--- src/ast_regs.svh ---
// register offsets, field positions, reset values and timing figures of the serial transceiver
// assumes inclusion by the transceiver module, its monitor and the bench only
`ifndef AST_REGS_SVH
`define AST_REGS_SVH

// ------------------------------------------------------------
// register indices (byte address is four times the index)
// ------------------------------------------------------------
`define AST_DATA_IDX 8'h0C
`define AST_STATUS_IDX 8'h0B
`define AST_CONTROL_IDX 8'h0A
`define AST_BAUD_IDX 8'h09

// ------------------------------------------------------------
// status fields
// ------------------------------------------------------------
`define AST_ST_RXDONE 7
`define AST_ST_TXDONE 6
`define AST_ST_TXEMPTY 5
`define AST_ST_FRAMEERR 4
`define AST_ST_OVERRUN 3
`define AST_STATUS_RESET 8'h20

// ------------------------------------------------------------
// control fields
// ------------------------------------------------------------
`define AST_CT_RXIE 7
`define AST_CT_TXIE 6
`define AST_CT_EMPIE 5
`define AST_CT_RX_ENABLE_BIT 4
`define AST_CT_TX_ENABLE_BIT 3
`define AST_CT_NINE 2
`define AST_CT_RX_NINTH_BIT 1
`define AST_CT_TX_NINTH_BIT 0
`define AST_CONTROL_RESET 8'h02

// ------------------------------------------------------------
// timing
// ------------------------------------------------------------
`define AST_SAMPLES_PER_BIT 5'h10
`define AST_VOTE_FIRST 4'h7
`define AST_VOTE_LAST 4'h9
`define AST_BAUD_RESET 8'h00

`endif

--- src/ast_pkg.sv ---
// types of the serial transceiver: receive state and pin bundles
// assumes ast_regs.svh sits in the include path
package ast_pkg;
   typedef enum logic [1:0] {
      AST_RX_IDLE = 2'b00,
      AST_RX_START = 2'b01,
      AST_RX_DATA = 2'b11,
      AST_RX_STOP = 2'b10
   } ast_rx_state_t;

   typedef struct packed {
      logic txOut;
      logic txOe;
      logic rxOe;
   } ast_pins_t;

   typedef struct packed {
      logic rxDone;
      logic txDone;
      logic txEmpty;
   } ast_irq_t;
endpackage

--- src/ast_transceiver.sv ---
// full-duplex asynchronous serial transceiver with register port and line pins
// assumes a synchronous active-high reset and a one-cycle strobe register master
//
// The address-and-strobe port was decided locally.
`timescale 1ns/100ps
`include "ast_regs.svh"

module ast_transceiver (
   input wire logic refClk,
   input wire logic reset,
   input wire logic [7:0] regAddr,
   input wire logic [7:0] regWdata,
   input wire logic regWrite,
   input wire logic regRead,
   output logic [7:0] regRdata,
   input wire logic rxPin,
   input wire logic txVectorAck,
   input wire logic portPinZeroOut,
   input wire logic pinZeroDirection,
   input wire logic portPinOneOut,
   input wire logic pinOneDirection,
   output ast_pkg::ast_pins_t pins,
   output logic pinZeroPullup,
   output ast_pkg::ast_irq_t irq
);
   import ast_pkg::*;

   // ------------------------------------------------------------
   // helpers
   // ------------------------------------------------------------
   function automatic logic vote(input logic [2:0] s);
      vote = (s[0] & s[1]) | (s[0] & s[2]) | (s[1] & s[2]);
   endfunction

   // ------------------------------------------------------------
   // register decode
   // ------------------------------------------------------------
   wire dataSel = (regAddr == `AST_DATA_IDX);
   wire statusSel = (regAddr == `AST_STATUS_IDX);
   wire controlSel = (regAddr == `AST_CONTROL_IDX);
   wire baudSel = (regAddr == `AST_BAUD_IDX);
   wire dataWrite = regWrite & dataSel;
   wire dataRead = regRead & dataSel;

   logic [7:0] controlReg;
   logic [7:0] baudReg;
   logic [7:0] txHoldReg;
   logic txHoldFullReg;
   logic [7:0] rxDataReg;
   logic rxDoneReg, txDoneReg, frameErrReg, overrunReg, overrunPendReg;

   // ------------------------------------------------------------
   // sample tick divider
   // ------------------------------------------------------------
   logic [7:0] divCnt_reg;
   wire tick = (divCnt_reg == baudReg);
   always_ff @(posedge refClk) begin
      if (reset || tick) divCnt_reg <= 8'h00;
      else divCnt_reg <= divCnt_reg + 8'h01;
   end

   // ------------------------------------------------------------
   // transmitter
   // ------------------------------------------------------------
   logic [10:0] txShift_reg;
   logic [3:0] txBits_reg;
   logic [3:0] txSub_reg;
   logic txBusy_reg;
   logic txLoaded_reg;
   logic txOut_reg;
   logic txPinEn_reg;
   wire tx_enable_bit = controlReg[`AST_CT_TX_ENABLE_BIT];
   wire nine = controlReg[`AST_CT_NINE];
   wire txBitTick = tick && (txSub_reg == 4'hF);
   wire txLastBit = (txBits_reg == (nine ? 4'hA : 4'h9));
   wire txFrameEnd = txBusy_reg && txBitTick && txLastBit;
   wire txIdleNow = !txBusy_reg || txFrameEnd;
   wire txLoad = txHoldFullReg && txIdleNow;
   wire [10:0] txFrame = nine ? {1'b1, controlReg[`AST_CT_TX_NINTH_BIT], txHoldReg, 1'b0}
                              : {2'b11, txHoldReg, 1'b0};

   always_ff @(posedge refClk) begin
      if (reset) begin
         txShift_reg <= 11'h7FF;
         txBits_reg <= 4'h0;
         txSub_reg <= 4'h0;
         txBusy_reg <= 1'b0;
         txLoaded_reg <= 1'b0;
         txOut_reg <= 1'b1;
      end else if (txLoad) begin
         txShift_reg <= txFrame;
         txBits_reg <= 4'h0;
         txSub_reg <= 4'h0;
         txBusy_reg <= 1'b1;
         txLoaded_reg <= 1'b1;
         txOut_reg <= txFrameEnd ? 1'b1 : txOut_reg;
      end else if (txBusy_reg && tick) begin
         txSub_reg <= txSub_reg + 4'h1;
         if (txLoaded_reg) begin
            txOut_reg <= txShift_reg[0];
            txLoaded_reg <= 1'b0;
            txSub_reg <= 4'h0;
         end else if (txBitTick) begin
            if (txLastBit) begin
               txBusy_reg <= 1'b0;
               txOut_reg <= 1'b1;
            end else begin
               txShift_reg <= {1'b1, txShift_reg[10:1]};
               txOut_reg <= txShift_reg[1];
               txBits_reg <= txBits_reg + 4'h1;
            end
         end
      end
   end

   // transmitter stays on the pin until both shifter and holding are drained
   always_ff @(posedge refClk) begin
      if (reset) txPinEn_reg <= 1'b0;
      else txPinEn_reg <= tx_enable_bit || txBusy_reg || txHoldFullReg;
   end

   // ------------------------------------------------------------
   // receiver front end and state machine
   // ------------------------------------------------------------
   logic rxMeta_reg, rxSyncA_reg, rxSyncB_reg, rxLine_reg;
   always_ff @(posedge refClk) begin
      if (reset) begin
         rxMeta_reg <= 1'b1;
         rxSyncA_reg <= 1'b1;
         rxSyncB_reg <= 1'b1;
         rxLine_reg <= 1'b1;
      end else begin
         rxMeta_reg <= rxPin;
         rxSyncA_reg <= rxMeta_reg;
         rxSyncB_reg <= rxSyncA_reg;
         if (rxSyncA_reg == rxSyncB_reg) rxLine_reg <= rxSyncB_reg;
      end
   end

   ast_rx_state_t rxState_reg;
   logic [3:0] rxSub_reg;
   logic [3:0] rxBits_reg;
   logic [2:0] rxVotes_reg;
   logic [8:0] rxShift_reg;
   wire rx_enable_bit = controlReg[`AST_CT_RX_ENABLE_BIT];
   wire [2:0] votesNow = {rxLine_reg, rxVotes_reg[2:1]};
   wire bitVal = vote(votesNow);
   wire atLastVote = tick && (rxSub_reg == `AST_VOTE_LAST);
   wire [3:0] rxNeed = nine ? 4'h8 : 4'h7;
   wire rxFinish = (rxState_reg == AST_RX_STOP) && atLastVote;
   wire stopOk = bitVal;
   wire [8:0] rxWord = nine ? rxShift_reg : {1'b0, rxShift_reg[8:1]};

   always_ff @(posedge refClk) begin
      if (reset || !rx_enable_bit) begin
         rxState_reg <= AST_RX_IDLE;
         rxSub_reg <= 4'h0;
         rxBits_reg <= 4'h0;
         rxVotes_reg <= 3'h0;
         rxShift_reg <= 9'h000;
      end else if (tick) begin
         rxSub_reg <= rxSub_reg + 4'h1;
         if (rxSub_reg >= `AST_VOTE_FIRST && rxSub_reg <= `AST_VOTE_LAST) rxVotes_reg <= votesNow;
         unique case (rxState_reg)
            AST_RX_IDLE: begin
               rxSub_reg <= 4'h1;
               if (!rxLine_reg) rxState_reg <= AST_RX_START;
            end
            AST_RX_START: if (atLastVote) begin
               if (bitVal) rxState_reg <= AST_RX_IDLE;
               else rxState_reg <= AST_RX_DATA;
               rxBits_reg <= 4'h0;
            end
            AST_RX_DATA: if (atLastVote) begin
               rxShift_reg <= {bitVal, rxShift_reg[8:1]};
               rxBits_reg <= rxBits_reg + 4'h1;
               if (rxBits_reg == rxNeed) rxState_reg <= AST_RX_STOP;
            end
            AST_RX_STOP: if (atLastVote) rxState_reg <= AST_RX_IDLE;
         endcase
      end
   end

   // ------------------------------------------------------------
   // register write and receive hand-over decode
   // ------------------------------------------------------------
   wire controlWrite = regWrite && controlSel;
   wire baudWrite = regWrite && baudSel;
   wire statusWrite = regWrite && statusSel;
   wire txDoneWriteOne = statusWrite && regWdata[`AST_ST_TXDONE];
   wire txDoneSet = txFrameEnd && !txHoldFullReg;
   wire txDoneClear = txVectorAck || txDoneWriteOne;
   wire rxTake = rxFinish && !rxDoneReg;
   wire rxLost = rxFinish && rxDoneReg;
   wire rxNinthLoad = rxTake && nine;
   wire rxNinthNext = rxNinthLoad ? rxWord[8] : controlReg[`AST_CT_RX_NINTH_BIT];
   wire [7:0] controlWritten = {regWdata[7:2], rxNinthNext, regWdata[0]};

   // ------------------------------------------------------------
   // control and divisor registers
   // ------------------------------------------------------------
   // received ninth bit is read-only, so a control write keeps it
   always_ff @(posedge refClk) begin
      if (reset) begin
         controlReg <= `AST_CONTROL_RESET;
      end else if (controlWrite) begin
         controlReg <= controlWritten;
      end else begin
         controlReg[`AST_CT_RX_NINTH_BIT] <= rxNinthNext;
      end
   end

   always_ff @(posedge refClk) begin
      if (reset) begin
         baudReg <= `AST_BAUD_RESET;
      end else if (baudWrite) begin
         baudReg <= regWdata;
      end
   end

   // ------------------------------------------------------------
   // transmit holding register and its empty flag
   // ------------------------------------------------------------
   always_ff @(posedge refClk) begin
      if (reset) begin
         txHoldReg <= 8'h00;
      end else if (dataWrite) begin
         txHoldReg <= regWdata;
      end
   end

   // a write wins over the load of the previous character
   always_ff @(posedge refClk) begin
      if (reset) begin
         txHoldFullReg <= 1'b0;
      end else if (dataWrite) begin
         txHoldFullReg <= 1'b1;
      end else if (txLoad) begin
         txHoldFullReg <= 1'b0;
      end
   end

   // ------------------------------------------------------------
   // transmit-done flag
   // ------------------------------------------------------------
   // hardware set wins over a clear in the same cycle
   always_ff @(posedge refClk) begin
      if (reset) begin
         txDoneReg <= 1'b0;
      end else if (txDoneSet) begin
         txDoneReg <= 1'b1;
      end else if (txDoneClear) begin
         txDoneReg <= 1'b0;
      end
   end

   // ------------------------------------------------------------
   // receive data and status flags
   // ------------------------------------------------------------
   always_ff @(posedge refClk) begin
      if (reset) begin
         rxDataReg <= 8'h00;
      end else if (rxTake) begin
         rxDataReg <= rxWord[7:0];
      end
   end

   // a new character wins over the read that clears the flag
   always_ff @(posedge refClk) begin
      if (reset) begin
         rxDoneReg <= 1'b0;
      end else if (rxTake) begin
         rxDoneReg <= 1'b1;
      end else if (dataRead) begin
         rxDoneReg <= 1'b0;
      end
   end

   // framing error follows the stop bit of each character taken
   always_ff @(posedge refClk) begin
      if (reset) begin
         frameErrReg <= 1'b0;
      end else if (rxTake) begin
         frameErrReg <= !stopOk;
      end
   end

   // overrun shows on the read after the lost character
   always_ff @(posedge refClk) begin
      if (reset) begin
         overrunReg <= 1'b0;
      end else if (rxTake) begin
         overrunReg <= 1'b0;
      end else if (dataRead) begin
         overrunReg <= overrunPendReg;
      end
   end

   always_ff @(posedge refClk) begin
      if (reset) begin
         overrunPendReg <= 1'b0;
      end else if (rxLost) begin
         overrunPendReg <= 1'b1;
      end else if (dataRead) begin
         overrunPendReg <= 1'b0;
      end
   end

   // ------------------------------------------------------------
   // read path
   // ------------------------------------------------------------
   wire [7:0] statusView = {rxDoneReg, txDoneReg, !txHoldFullReg, frameErrReg, overrunReg, 3'b000};
   wire [7:0] controlView = {controlReg[7:1], 1'b0};
   wire [7:0] readMux = dataSel ? rxDataReg : statusSel ? statusView : controlSel ? controlView
                        : baudSel ? baudReg : 8'h00;
   wire [7:0] regRdataNext = regRead ? readMux : 8'h00;

   always_ff @(posedge refClk) begin
      if (reset) begin
         regRdata <= 8'h00;
      end else begin
         regRdata <= regRdataNext;
      end
   end

   // ------------------------------------------------------------
   // pins
   // ------------------------------------------------------------
   wire pinZeroDriven = !rx_enable_bit & pinZeroDirection;
   wire txPinNext = txPinEn_reg ? txOut_reg : portPinOneOut;
   wire txOeNext = txPinEn_reg | pinOneDirection;
   wire rxOeNext = pinZeroDriven;
   wire pullupNext = portPinZeroOut & !pinZeroDriven;

   always_ff @(posedge refClk) begin
      if (reset) begin
         pins <= '{txOut: 1'b1, txOe: 1'b0, rxOe: 1'b0};
         pinZeroPullup <= 1'b0;
      end else begin
         pins.txOut <= txPinNext;
         pins.txOe <= txOeNext;
         pins.rxOe <= rxOeNext;
         pinZeroPullup <= pullupNext;
      end
   end

   // ------------------------------------------------------------
   // interrupts
   // ------------------------------------------------------------
   wire rxIrqNext = rxDoneReg & controlReg[`AST_CT_RXIE];
   wire txIrqNext = txDoneReg & controlReg[`AST_CT_TXIE];
   wire emptyIrqNext = !txHoldFullReg & controlReg[`AST_CT_EMPIE];

   always_ff @(posedge refClk) begin
      if (reset) begin
         irq <= '0;
      end else begin
         irq.rxDone <= rxIrqNext;
         irq.txDone <= txIrqNext;
         irq.txEmpty <= emptyIrqNext;
      end
   end
endmodule

--- config.mk ---
export PLATFORM = sky130hd
export DESIGN_NAME = ast_transceiver
export DESIGN_NICKNAME = d
export VERILOG_FILES = /design/src/ast_pkg.sv /design/src/ast_transceiver.sv
export VERILOG_INCLUDE_DIRS = /design/src
export SDC_FILE = /design/constraint.sdc
export NUM_CORES = 1
export LEC_CHECK = 0
export BUFFER_PORTS_ARGS = -buffer_cell sky130_fd_sc_hd__buf_2
export CAP_MARGIN = 20
export CORE_ASPECT_RATIO = 0.7
export CORE_MARGIN = 3
export CORE_UTILIZATION = 30
export CTS_CLUSTER_SIZE = 16
export DETAILED_ROUTE_END_ITERATION = 6
export PLACE_DENSITY_LB_ADDON = 0.2
export SYNTH_ARGS = -nofsm -noshare
export SYNTH_HDL_FRONTEND = slang
export SYNTH_SLANG_ARGS = --single-unit
--- constraint.sdc ---
create_clock -name refClk -period 3.07 [get_ports refClk]
set_clock_uncertainty 0.2 [all_clocks]
set_input_delay 0.921 -clock refClk [delete_from_list [all_inputs] [get_ports refClk]]
set_output_delay 0.921 -clock refClk [all_outputs]
set_load 0.05 [all_outputs]
# After elaboration in Yosys (flattened, before gate mapping)
# Index checks and enable logic that the tools add are counted.
# word_totals
reg_bits,110
input_bits,26
elab_cells,175
# op_classes
n_addsub,5
magnitude_cmp,2
eq_ne,21
muxes,46
bitwise_logic,16
n_reduce_logical,49
# op_table
op,count
$mux W11,5
$eq A8 B4 Y1 const B,4
$mux W8,4
$mux W1,21
$mux W4,5
$add A4 B1 Y4 const B,4
$logic_and A1 B1 Y1,16
$reduce_and A4 Y1,4
$reduce_bool A2 Y1,8
$mux W2,7
$ne A2 B2 Y1 const B,6
$and A1 B1 Y1,10
$mux W10,1
$mux W9,1
$add A8 B1 Y8 const B,1
$eq A4 B4 Y1,2
$eq A4 B4 Y1 const B,2
$eq A8 B8 Y1,1
$pmux W2 S4,1
$pmux W4 S2,1
$logic_not A1 Y1,6
$logic_or A1 B1 Y1,6
$reduce_and A3 Y1,2
$reduce_and A6 Y1,1
other kinds (12),20

# Logic depth before layout (Yosys ltp)
# Gate-level depths: netlist of run 1.
# logic_depth
ltp_word,8
mapped_depth,9
ltp_nobuf,8

# Least setup slack after synthesis of run 1
# Ideal clock, no wire load.
# synth_timing
path_kind,in2reg
from,input regAddr[5]
to,register controlReg[2]
setup_ns,0.128
t_arrival_ns,2.176
slack_ns,0.567
cell_stages,5
n_path_buf,0
cell_sequence,nor4_1 nand2_1 nor3_2 mux2i_1 nor2_1
# synth_via
elab_chain_len,2
# synth_lines
element,line,text
"start, declared",ast_transceiver.sv:11,"input wire logic [7:0] regAddr,"
$eq A8 B4 Y1 (no source line),--,
$logic_and A1 B1 Y1,ast_transceiver.sv:187,wire controlWrite = regWrite && controlSel;
"end signal, assigned",ast_transceiver.sv:205,controlReg <= `AST_CONTROL_RESET;
"end signal, assigned",ast_transceiver.sv:207,controlReg <= controlWritten;
"end signal, assigned by index",ast_transceiver.sv:209,controlReg[`AST_CT_RX_NINTH_BIT] <= rxNinthNext;
"end, declared",ast_transceiver.sv:45,logic [7:0] controlReg;
# No other way between the ends.
# A chain may end at the register's enable or synchronous reset.

# Worst setup path in the final report of run 1
# layout_timing
from,register txSub_reg[0]
to,register txSub_reg[3]
# layout_via
elab_chain_len,7
elab_cells_between_ends,9
cone_classes,add/sub: 1; eq/ne: 1; mux: 1; reduce/logical: 6
# layout_lines
element,line,text
"start, declared",ast_transceiver.sv:67,logic [3:0] txSub_reg;
"start signal, assigned",ast_transceiver.sv:98,txSub_reg <= txSub_reg + 4'h1;
$eq A4 B4 Y1,ast_transceiver.sv:74,wire txBitTick = tick && (txSub_reg == 4'hF);
$logic_and A1 B1 Y1,ast_transceiver.sv:74,
$logic_and A1 B1 Y1 (2 in series),ast_transceiver.sv:76,wire txFrameEnd = txBusy_reg && txBitTick && txLastBit;
$logic_or A1 B1 Y1,ast_transceiver.sv:77,wire txIdleNow = !txBusy_reg || txFrameEnd;
$logic_and A1 B1 Y1,ast_transceiver.sv:78,wire txLoad = txHoldFullReg && txIdleNow;
$reduce_or A2 Y1 (no source line),--,
# Several ways; a longest one is shown, not always the timed one.

==> flow_summary_export.csv, run 1 <==
group,metric,value,unit
global_route,antenna_found_initial,0,
logic_synthesis,synth_top_area_share,45.1,%
floorplanning,die_x,157,um
logic_synthesis,synth_edf_count,0,
setup_path,worst_setup_path_start_kind,"flip-flop",
logic_synthesis,synth-async-reset-ratio,0,%
min_path,hp-class,"reg -> reg",
power_and_ir_drop,leakagePower,1.93,nW
power_and_ir_drop,p_sw,0.649,mW
power_and_ir_drop,ir_worst_vdd,0.218,mV
sta,fmax,0.387,GHz
placement,dp_hpwl,8510,um
sta,finalHoldViolations,0,
logic_synthesis,synthTopCellsByArea,"dfxtp_1 (45%), mux2i_1 (6.3%), a21oi_1 (6.1%)",
power_and_ir_drop,power_frac_comb,3.5,%
route,wl,11700,um
global_route,grt_util_all_layers,13.9,%
setup_path,endpoint_kind,"flip-flop",
power_and_ir_drop,internal_power,2.00,mW
sta,max_slew_margin,45.5,%
placement,port_buffers,40,
logic_synthesis,ys_seq_elements,108,
cts,postCtsSetupRepairBufs,0,
power_and_ir_drop,finalPower,2.65,mW
final_layout,largest_reg_flops,10,
route,dr.pass1.iters,5,
route,drtIter0Drc,327,
final_layout,n_antenna_cell,0,
sta,slew_violations,0,
sta,period_share,84.1,%
floorplanning,die_h,112,um
placement,finalWeightedCongestion,0.807,
setup_path,worstPathRequired,3.14,ns
final_layout,final_layout_size_suffix_gt1_share,16.6,%
job,max-cap-violations,0,
cts,cts-root-buf,"clkbuf_16",
power_and_ir_drop,switching_share,24.5,%
cts,numCtsBuffers,9,
setup_path,crit_type,"reg -> reg",
floorplanning,fp-row-count,37,
setup_path,path_max_fanout,11,
logic_synthesis,synth_nets,576,
logic_synthesis,ys_seq_area_share,45.1,%
power_and_ir_drop,p_per_area,487,mW/mm^2
logic_synthesis,synth_top_cell_by_area,"dfxtp_1",
final_layout,area_growth,13.8,%
cts,cts_tree,"done",
route,ant_nets,0,
cts,cts_buffer_depth,2,
sta,timing.setup.tns,0,ns
final_layout,postLayoutCellArea,0.00545,mm^2
route,wire_per_inst,15.1,um
route,drc,0,
global_route,grt_pass1_vias,3586,
logic_synthesis,ys_types,52,
setup_path,cpPeakStageDelay,0.67,ns
logic_synthesis,synth_top_flop_cell,"dfxtp_1",
cts,path_clk_slew,0.08,ns
global_route,gr-total-overflow,0,
run_status,status,"completed",
cts,ctsResizeCount,0,
logic_synthesis,syn_inst,543,
final_layout,nNetsFinal,607,
global_route,grt_pass1_wl,19500,um
floorplanning,initial_core_util,31.6,%
logic_synthesis,syn_area,0.00479,mm^2
global_route,grt_max_degree,55,
setup_path,arrival,2.65,ns
cts,htree_levels,3,
logic_synthesis,syn_avg_cell_area,8.82,um^2
final_layout,fill_cells,1527,
sta,setup_viol,0,
cts,worstSkewPairLatency,0.35,ns
setup_path,slowest_stage,"a21oi_1",
sta,rsz0062_at_grt,"no",
floorplanning,coreArea,0.0151,mm^2
cts,cts_hold_buffers,0,
setup_path,cp_common_cell,"and3_1",
setup_path,path_cells,"ha_1 -> and3_1 -> and3_1 -> a21oi_1 -> nand2_1 -> a31oi_1",
sta,tightest_slew,0.817,ns
route,via_count,3828,
floorplanning,io_pins,41,
sta,layout_min_cycle_time,2.58,ns
power_and_ir_drop,power_frac_seq,53.0,%
power_and_ir_drop,clockPowerShare,43.5,%
logic_synthesis,synth_warnings,0,
floorplanning,dieArea,0.0175,mm^2
cts,cts_sinks,108,
route,via_per_inst,4.95,
placement,placed_area,0.00516,mm^2
cells by family after synthesis:
| logic type | Yosys count | synth area share [%] |
|---|---|---|
| compound gates | 114 | 14.4 |
| xor+xnor | 16 | 4.18 |
| fa+ha+maj | 8 | 2.04 |
| buf+inv | 37 | 3.63 |
| flops | 108 | 45.1 |
| mux | 30 | 6.27 |
| simple gates | 230 | 24.3 |
routing by layer:
layer  vias up  global-route usage [%]  share of wire [%]
met1      1798                    21.4                 55
met2        60                    19.0                 41
li1       1960                       -                  -
met4         0                    3.87                1.6
met3        10                    3.38                3.2
met5         -                       0                  0
power groups by stage:
stage          Combinational (mW)  Clock, mW  Sequential (mW)
2_1_floorplan              0.0410          0             1.45
3_3_place_gp               0.0910          0             1.44
3_5_place_dp               0.0915          0             1.44
4_1_cts                    0.0917       1.19             1.41
5_1_grt                    0.0999       1.25             1.41
6_report                   0.0917       1.16             1.41
cell usage after synthesis (all sizes together), types with 12 or more instances:
| master | number |
|---|---|
| dfxtp | 108 |
| nand2 | 73 |
| nor2 | 60 |
| a21oi | 59 |
| mux2i | 30 |
| nand3 | 30 |
| o21ai | 27 |
| clkbuf | 20 |
| nor3 | 18 |
| a211oi | 12 |
path summary, 6_finish.rpt:
kind,cells after the start,slack (ns),from,to
max reg2reg,6,0.49,txSub_reg[0],txSub_reg[3]
min,1,0.22,rxMeta_reg,rxSyncA_reg
min reg2reg,1,0.22,rxMeta_reg,rxSyncA_reg
max,6,0.49,txSub_reg[0],txSub_reg[3]
cell usage in the layout (no fill, tap or decap), types with 15 or more instances in the layout:
cell / n
nand3_1: 30
o21ai_0: 25
nor2_1: 59
buf_2: 40
a21oi_1: 58
mux2i_1: 30
nor3_1: 15
dfxtp_1: 108
nand2_1: 71
critical path: cells and delay by family (launching register included):
| family | cells | cell delay [ns] |
|---|---|---|
| AO/OA/AOI/OAI | 2 | 0.90 |
| AND/OR/NAND/NOR | 3 | 0.83 |
| flip-flops | 1 | 0.34 |
| adder cells (fa/ha/maj) | 1 | 0.23 |
layout make-up:
cell class	instances	area (um^2)	share of cell area (%)
Multi-Input combinational cell	398	2450	45.0
Sequential cell	108	2160	39.7
Timing Repair Buffer	49	268	4.91
Tap cell	195	244	4.48
Clock buffer	9	225	4.13
Clock inverter	7	67.6	1.24
Inverter	8	30.0	0.551
metrics by stage:
stage / hold slack, ns / util (%) / instances / setup WS (ns)
finish: 0.215 / 36.0 / 774 / 0.489
global placement: 0.195 / 34.1 / 758 / 0.284
global route: 0.223 / 36.0 / 774 / 0.187
CTS: 0.219 / 36.0 / 774 / 0.415
detailed placement: 0.200 / 34.1 / 758 / 0.264
floorplan: 0.189 / - / 543 / 0.567
Note: power is estimated with default switching activity, not from simulation.
==> run 2, diff against run 1 <==
clock period = 2.38 ns   (was 3.07 ns; I/O delays follow)
==> run 2 against run 1 <==
- first-iteration DRC count down 31%
- sequential share of layout area down 1.4 points
- clock power up 33%
- flip-flop and latch count unchanged
- global-route usage down 0.056 points
- setup slack worse by 0.34 ns
- via count up 3.0%
- combinational power up 34%
- fmax up 16%
- critical endpoint is now controlReg[1]
- largest cell class unchanged
- highest routed layer unchanged
==> flow_summary_export.csv, run 2 (synthesis gave the netlist of run 1 again) <==
group,metric,value,unit
placement,finalWeightedCongestion,0.827,
global_route,antenna_found_initial,0,
setup_path,timing.critical_path.to,"controlReg[1]",
cts,postCtsSetupRepairBufs,0,
route,drtIter0Drc,224,
power_and_ir_drop,clockPowerShare,44.2,%
power_and_ir_drop,finalPower,3.47,mW
sta,setup_ws,0.150,ns
route,wl,11800,um
sta,setup_viol,0,
global_route,grt_pass1_wl,19600,um
sta,finalHoldViolations,0,
route,ant_nets,0,
cts,cts-root-buf,"clkbuf_16",
global_route,grt_max_degree,36,
cts,path_clk_slew,0.07,ns
cts,htree_levels,3,
min_path,hp-class,"reg -> reg",
sta,tightest_slew,0.599,ns
floorplanning,coreArea,0.0151,mm^2
floorplanning,io_pins,41,
setup_path,crit_type,"reg -> reg",
setup_path,arrival,2.27,ns
sta,period_share,93.7,%
floorplanning,dieArea,0.0175,mm^2
final_layout,fill_cells,1555,
cts,worstSkewPairLatency,0.35,ns
final_layout,ff_latch_area,0.00216,mm^2
global_route,grt_util_all_layers,13.8,%
final_layout,area_growth,17.9,%
cts,cts_sinks,108,
floorplanning,fp-row-count,37,
power_and_ir_drop,power_frac_comb,3.5,%
setup_path,cp-startpoint,"divCnt_reg[5]",
cts,cts_buffer_depth,2,
power_and_ir_drop,power_frac_seq,52.2,%
final_layout,layout_commonest_cell,"dfxtp_1",
min_path,worstHoldStart,"rxMeta_reg",
setup_path,endpoint_kind,"flip-flop",
run_status,status,"completed",
sta,fmax,0.448,GHz
route,via_count,3942,
setup_path,rr_endpoint,"controlReg[1]",
setup_path,path_max_fanout,6,
floorplanning,initial_core_util,31.6,%
power_and_ir_drop,leakagePower,2.05,nW
floorplanning,die_h,112,um
sta,rsz0062_at_grt,"no",
sta,slew_violations,0,
placement,dp_hpwl,8770,um
sta,layout_min_cycle_time,2.23,ns
final_layout,n_antenna_cell,0,
global_route,grt_pass1_vias,3751,
setup_path,worstPathRequired,2.42,ns
final_layout,nNetsFinal,627,
route,via_per_inst,4.96,
setup_path,r2r_slack,0.15,ns
route,dr.pass1.iters,4,
route,drc,0,
power_and_ir_drop,ir_worst_vdd,0.328,mV
setup_path,rr_startpoint,"divCnt_reg[5]",
route,wire_per_inst,14.9,um
final_layout,multiInputGateArea,0.00246,mm^2
final_layout,largest_reg_flops,10,
job,max-cap-violations,0,
floorplanning,die_x,157,um
placement,port_buffers,40,
sta,holdWs,0.220,ns
power_and_ir_drop,p_sw,0.792,mW
final_layout,final_cell_mix,"dfxtp_1 (108), nand2_1 (71), nor2_1 (59)",
global_route,gr-total-overflow,0,
setup_path,worst_setup_path_start_kind,"flip-flop",
power_and_ir_drop,internal_power,2.68,mW
setup_path,ff2ff_path_depth,6,
power_and_ir_drop,switching_share,22.8,%
power_and_ir_drop,p_per_area,615,mW/mm^2
sta,max_slew_margin,59.8,%
cts,numCtsBuffers,9,
final_layout,final_layout_size_suffix_gt1_share,19.4,%
placement,place_worst_setup_slack,-0.0496,ns
cts,cts_tree,"done",
run 2: cell types whose count changed in the layout (fill, tap and decap cells not counted), sizes merged:
| cell | previous run | this run |
|---|---|---|
| buf | 49 | 69 |
| bufinv | 0 | 1 |
| clkinv | 2 | 3 |
| inv | 12 | 11 |
| clkinvlp | 1 | 0 |
run 2: layout make-up:
type | count | area share [%]
flip-flops and latches | 108 | 38.3
repair buffers | 69 | 7.84
clock inverters | 7 | 1.46
clock buffers | 9 | 3.99
multi-input cells | 398 | 43.6
inverters | 8 | 0.532
well taps | 195 | 4.32
run 2: per-layer routing:
metal / vias up / GRT usage (%) / part of all wire [%]
met5: - / 0 / 0
met4: 0 / 2.95 / 0.92
met3: 9 / 3.19 / 3.8
met2: 69 / 19.7 / 42
met1: 1865 / 21.1 / 53
li1: 1999 / - / -
run 2: power by group through the flow:
stage               clock network, mW  logic, mW  registers (mW)
floorplan                           0     0.0529            1.87
global placement                    0      0.121            1.86
detailed placement                  0      0.123            1.86
CTS                              1.59      0.123            1.81
global route                     1.65      0.134            1.81
finish                           1.54      0.123            1.81
run 2: per-stage QoR:
step / area [um^2] / TNS [ns] / cells / utilization, %
6_report: 5650 / 0 / 794 / 37.3
5_1_grt: 5650 / 0 / 794 / 37.3
4_1_cts: 5640 / 0 / 794 / 37.3
3_5_place_dp: 5330 / -0.684 / 778 / 35.2
3_3_place_gp: 5330 / -0.623 / 778 / 35.2
2_1_floorplan: 4790 / 0 / 543 / -
run 2: worst min-delay path by stage:
stage / to / slack (ns) / cells past startpoint
after detailed placement: rxSyncA_reg / 0.21 / 1
after floorplan: rxSyncA_reg / 0.19 / 1
after global placement: rxSyncA_reg / 0.20 / 1
final: rxSyncA_reg / 0.22 / 1
after CTS: rxSyncA_reg / 0.22 / 1
after global routing: rxSyncA_reg / 0.24 / 1
run 2: critical path: stages (launching register included):
cell and delay [ns]:
dfxtp_1 0.45, xnor2_2 0.16, nand4_4 0.23, nor3_2 0.28
nor3b_4 0.37, a21boi_1 0.12, a311o_1 0.32
run 2: what timing repair did:
| action | in CTS | in global routing |
|---|---|---|
| resized for setup | 0 | 1 |
| hold buffers | 0 | 0 |
| setup endpoints to repair | 0 | 10 |
==> run 3, diff against run 2 <==
clock period = 1.8 ns   (was 2.38 ns; I/O delays follow)
==> run 3 against run 2 <==
- the flow now finishes with violations (setup timing)
- global-route usage rose by 1.2 points
- die area unchanged
- fmax grew 10%
- setup slack worse by 0.37 ns
- sequential power increased by 33%
- final cell count is 8.1% higher
- critical path depth up 1
- sequential share of layout area down 6.7 points
- first-iteration DRC count up 52%
- combinational power grew 84%
- routed wire length grew 9.6%
- critical path type unchanged
- highest routed layer unchanged
==> flow_summary_export.csv, run 3 (synthesis gave the netlist of run 1 again) <==
group,metric,value,unit
floorplanning,io_pins,41,
power_and_ir_drop,p_per_area,700,mW/mm^2
sta,tightest_slew,0.508,ns
floorplanning,die_h,112,um
route,dr.pass1.iters,4,
floorplanning,dieArea,0.0175,mm^2
global_route,gr-total-overflow,0,
sta,rsz0062_at_grt,"yes",
setup_path,cpPeakStageDelay,0.50,ns
route,via_per_inst,4.88,
cts,numCtsBuffers,9,
setup_path,worstPathRequired,1.86,ns
placement,dp_hpwl,9170,um
final_layout,ff_latch_area,0.00218,mm^2
route,ant_nets,0,
global_route,grt_max_degree,55,
cts,cts_tree,"done",
final_layout,largest_reg_flops,10,
sta,finalHoldViolations,0,
setup_path,slowest_stage,"or4_4",
sta,layout_min_cycle_time,2.02,ns
route,drc,0,
setup_path,cpLargestDelayFamily,"simple AND/OR/NAND/NOR gates",
run_status,violations,"setup timing",
job,max-cap-violations,0,
setup_path,path_cells,"xnor2_2 -> nand4_4 -> buf_12 -> nor2_8 -> nand2_4 -> or4_4 -> o2111ai_1",
setup_path,arrival,2.08,ns
power_and_ir_drop,leakagePower,2.56,nW
floorplanning,initial_core_util,31.6,%
sta,timing.setup.tns,-7.33,ns
final_layout,fill_cells,1460,
final_layout,final_cell_mix,"dfxtp_1 (97), buf_4 (69), nand2_1 (55)",
final_layout,final_layout_size_suffix_gt1_share,42.7,%
setup_path,cp.buffers_inverters,1,
global_route,grt_pass1_vias,4254,
setup_path,endpoint_kind,"flip-flop",
placement,port_buffers,40,
sta,slew_violations,0,
global_route,grt_pass1_wl,21400,um
run_status,status,"finished with violations",
route,wl,13000,um
sta,setup_viol,71,
sta,period_share,112,%
cts,cts_sinks,108,
cts,htree_levels,3,
floorplanning,die_x,157,um
final_layout,layout_commonest_cell,"dfxtp_1",
placement,place_worst_setup_slack,-0.445,ns
floorplanning,fp-row-count,37,
final_layout,multiInputGateArea,0.00302,mm^2
sta,max_slew_margin,66.0,%
min_path,hp-class,"in -> reg",
route,via_count,4187,
sta,setup_ws,-0.220,ns
cts,cts-root-buf,"clkbuf_16",
route,drtIter0Drc,340,
cts,worstSkewPairLatency,0.35,ns
placement,finalWeightedCongestion,0.784,
sta,fmax,0.495,GHz
setup_path,worst_setup_path_start_kind,"flip-flop",
final_layout,area_growth,44.2,%
final_layout,nNetsFinal,691,
route,wire_per_inst,15.1,um
global_route,antenna_found_initial,0,
floorplanning,coreArea,0.0151,mm^2
final_layout,n_antenna_cell,0,
setup_path,path_max_fanout,7,
cts,path_clk_slew,0.07,ns
global_route,grt_util_all_layers,15.0,%
setup_path,crit_type,"reg -> reg",
power_and_ir_drop,ir_worst_vdd,0.354,mV
cts,cts_buffer_depth,2,
## run 3: cell types whose count changed in the layout (fill, tap and decap cells not counted), moves of 14 or more
cell     delta
nor2_1     -14
nand3_1    -17
buf_4      +42
nand2_1    -16
a21oi_2    +21
a21oi_1    -23
## run 3: path summary, 6_finish.rpt
kind         depth (start not counted)     endpoint     startpoint  slack [ns]
max                                  7    txOut_reg  divCnt_reg[0]       -0.22
min                                  2   rxMeta_reg          rxPin        0.17
max reg2reg                          7    txOut_reg  divCnt_reg[0]       -0.22
min reg2reg                          1  rxSyncA_reg     rxMeta_reg        0.23
## run 3: layout make-up
type | count | share of cell area [%]
clock inverter | 4 | 1.12
tap | 195 | 3.53
inverter | 8 | 0.435
sequential | 108 | 31.5
timing repair buffer | 132 | 15.9
multi-input combinational | 399 | 43.8
clock buffer | 12 | 3.71
## run 3: report_power, final
group / internal (mW) / switching, mW
clock network: 1.31 / 0.905
logic: 0.0828 / 0.143
registers: 2.39 / 0.00349
total: 3.78 / 1.05
## run 3: through the flow
stage / hold WS [ns] / cells / util, % / area, um^2 / power, mW
floorplan: 0.189 / 543 / - / 5040 / 2.55
global placement: 0.203 / 826 / 39.7 / 6010 / 2.65
detailed placement: 0.202 / 826 / 39.7 / 6010 / 2.65
CTS: 0.164 / 854 / 44.0 / 6660 / 4.88
global route: 0.171 / 858 / 45.6 / 6910 / 5.02
finish: 0.174 / 858 / 45.6 / 6910 / 4.84
## run 3: layer usage
layer	wire length (um)	global-route usage, %
met1	6620	21.9
met2	5700	22.7
met3	559	3.50
met4	71	3.29
met5	0	0
## run 3: timing repair
action | 4_1_cts | 5_1_grt
gates resized for setup | 46 | 58
cloned | 3 | 1
pin swaps | 37 | 26
setup endpoints to repair | 64 | 93
hold buffers | 0 | 0
setup buffers | 9 | 5
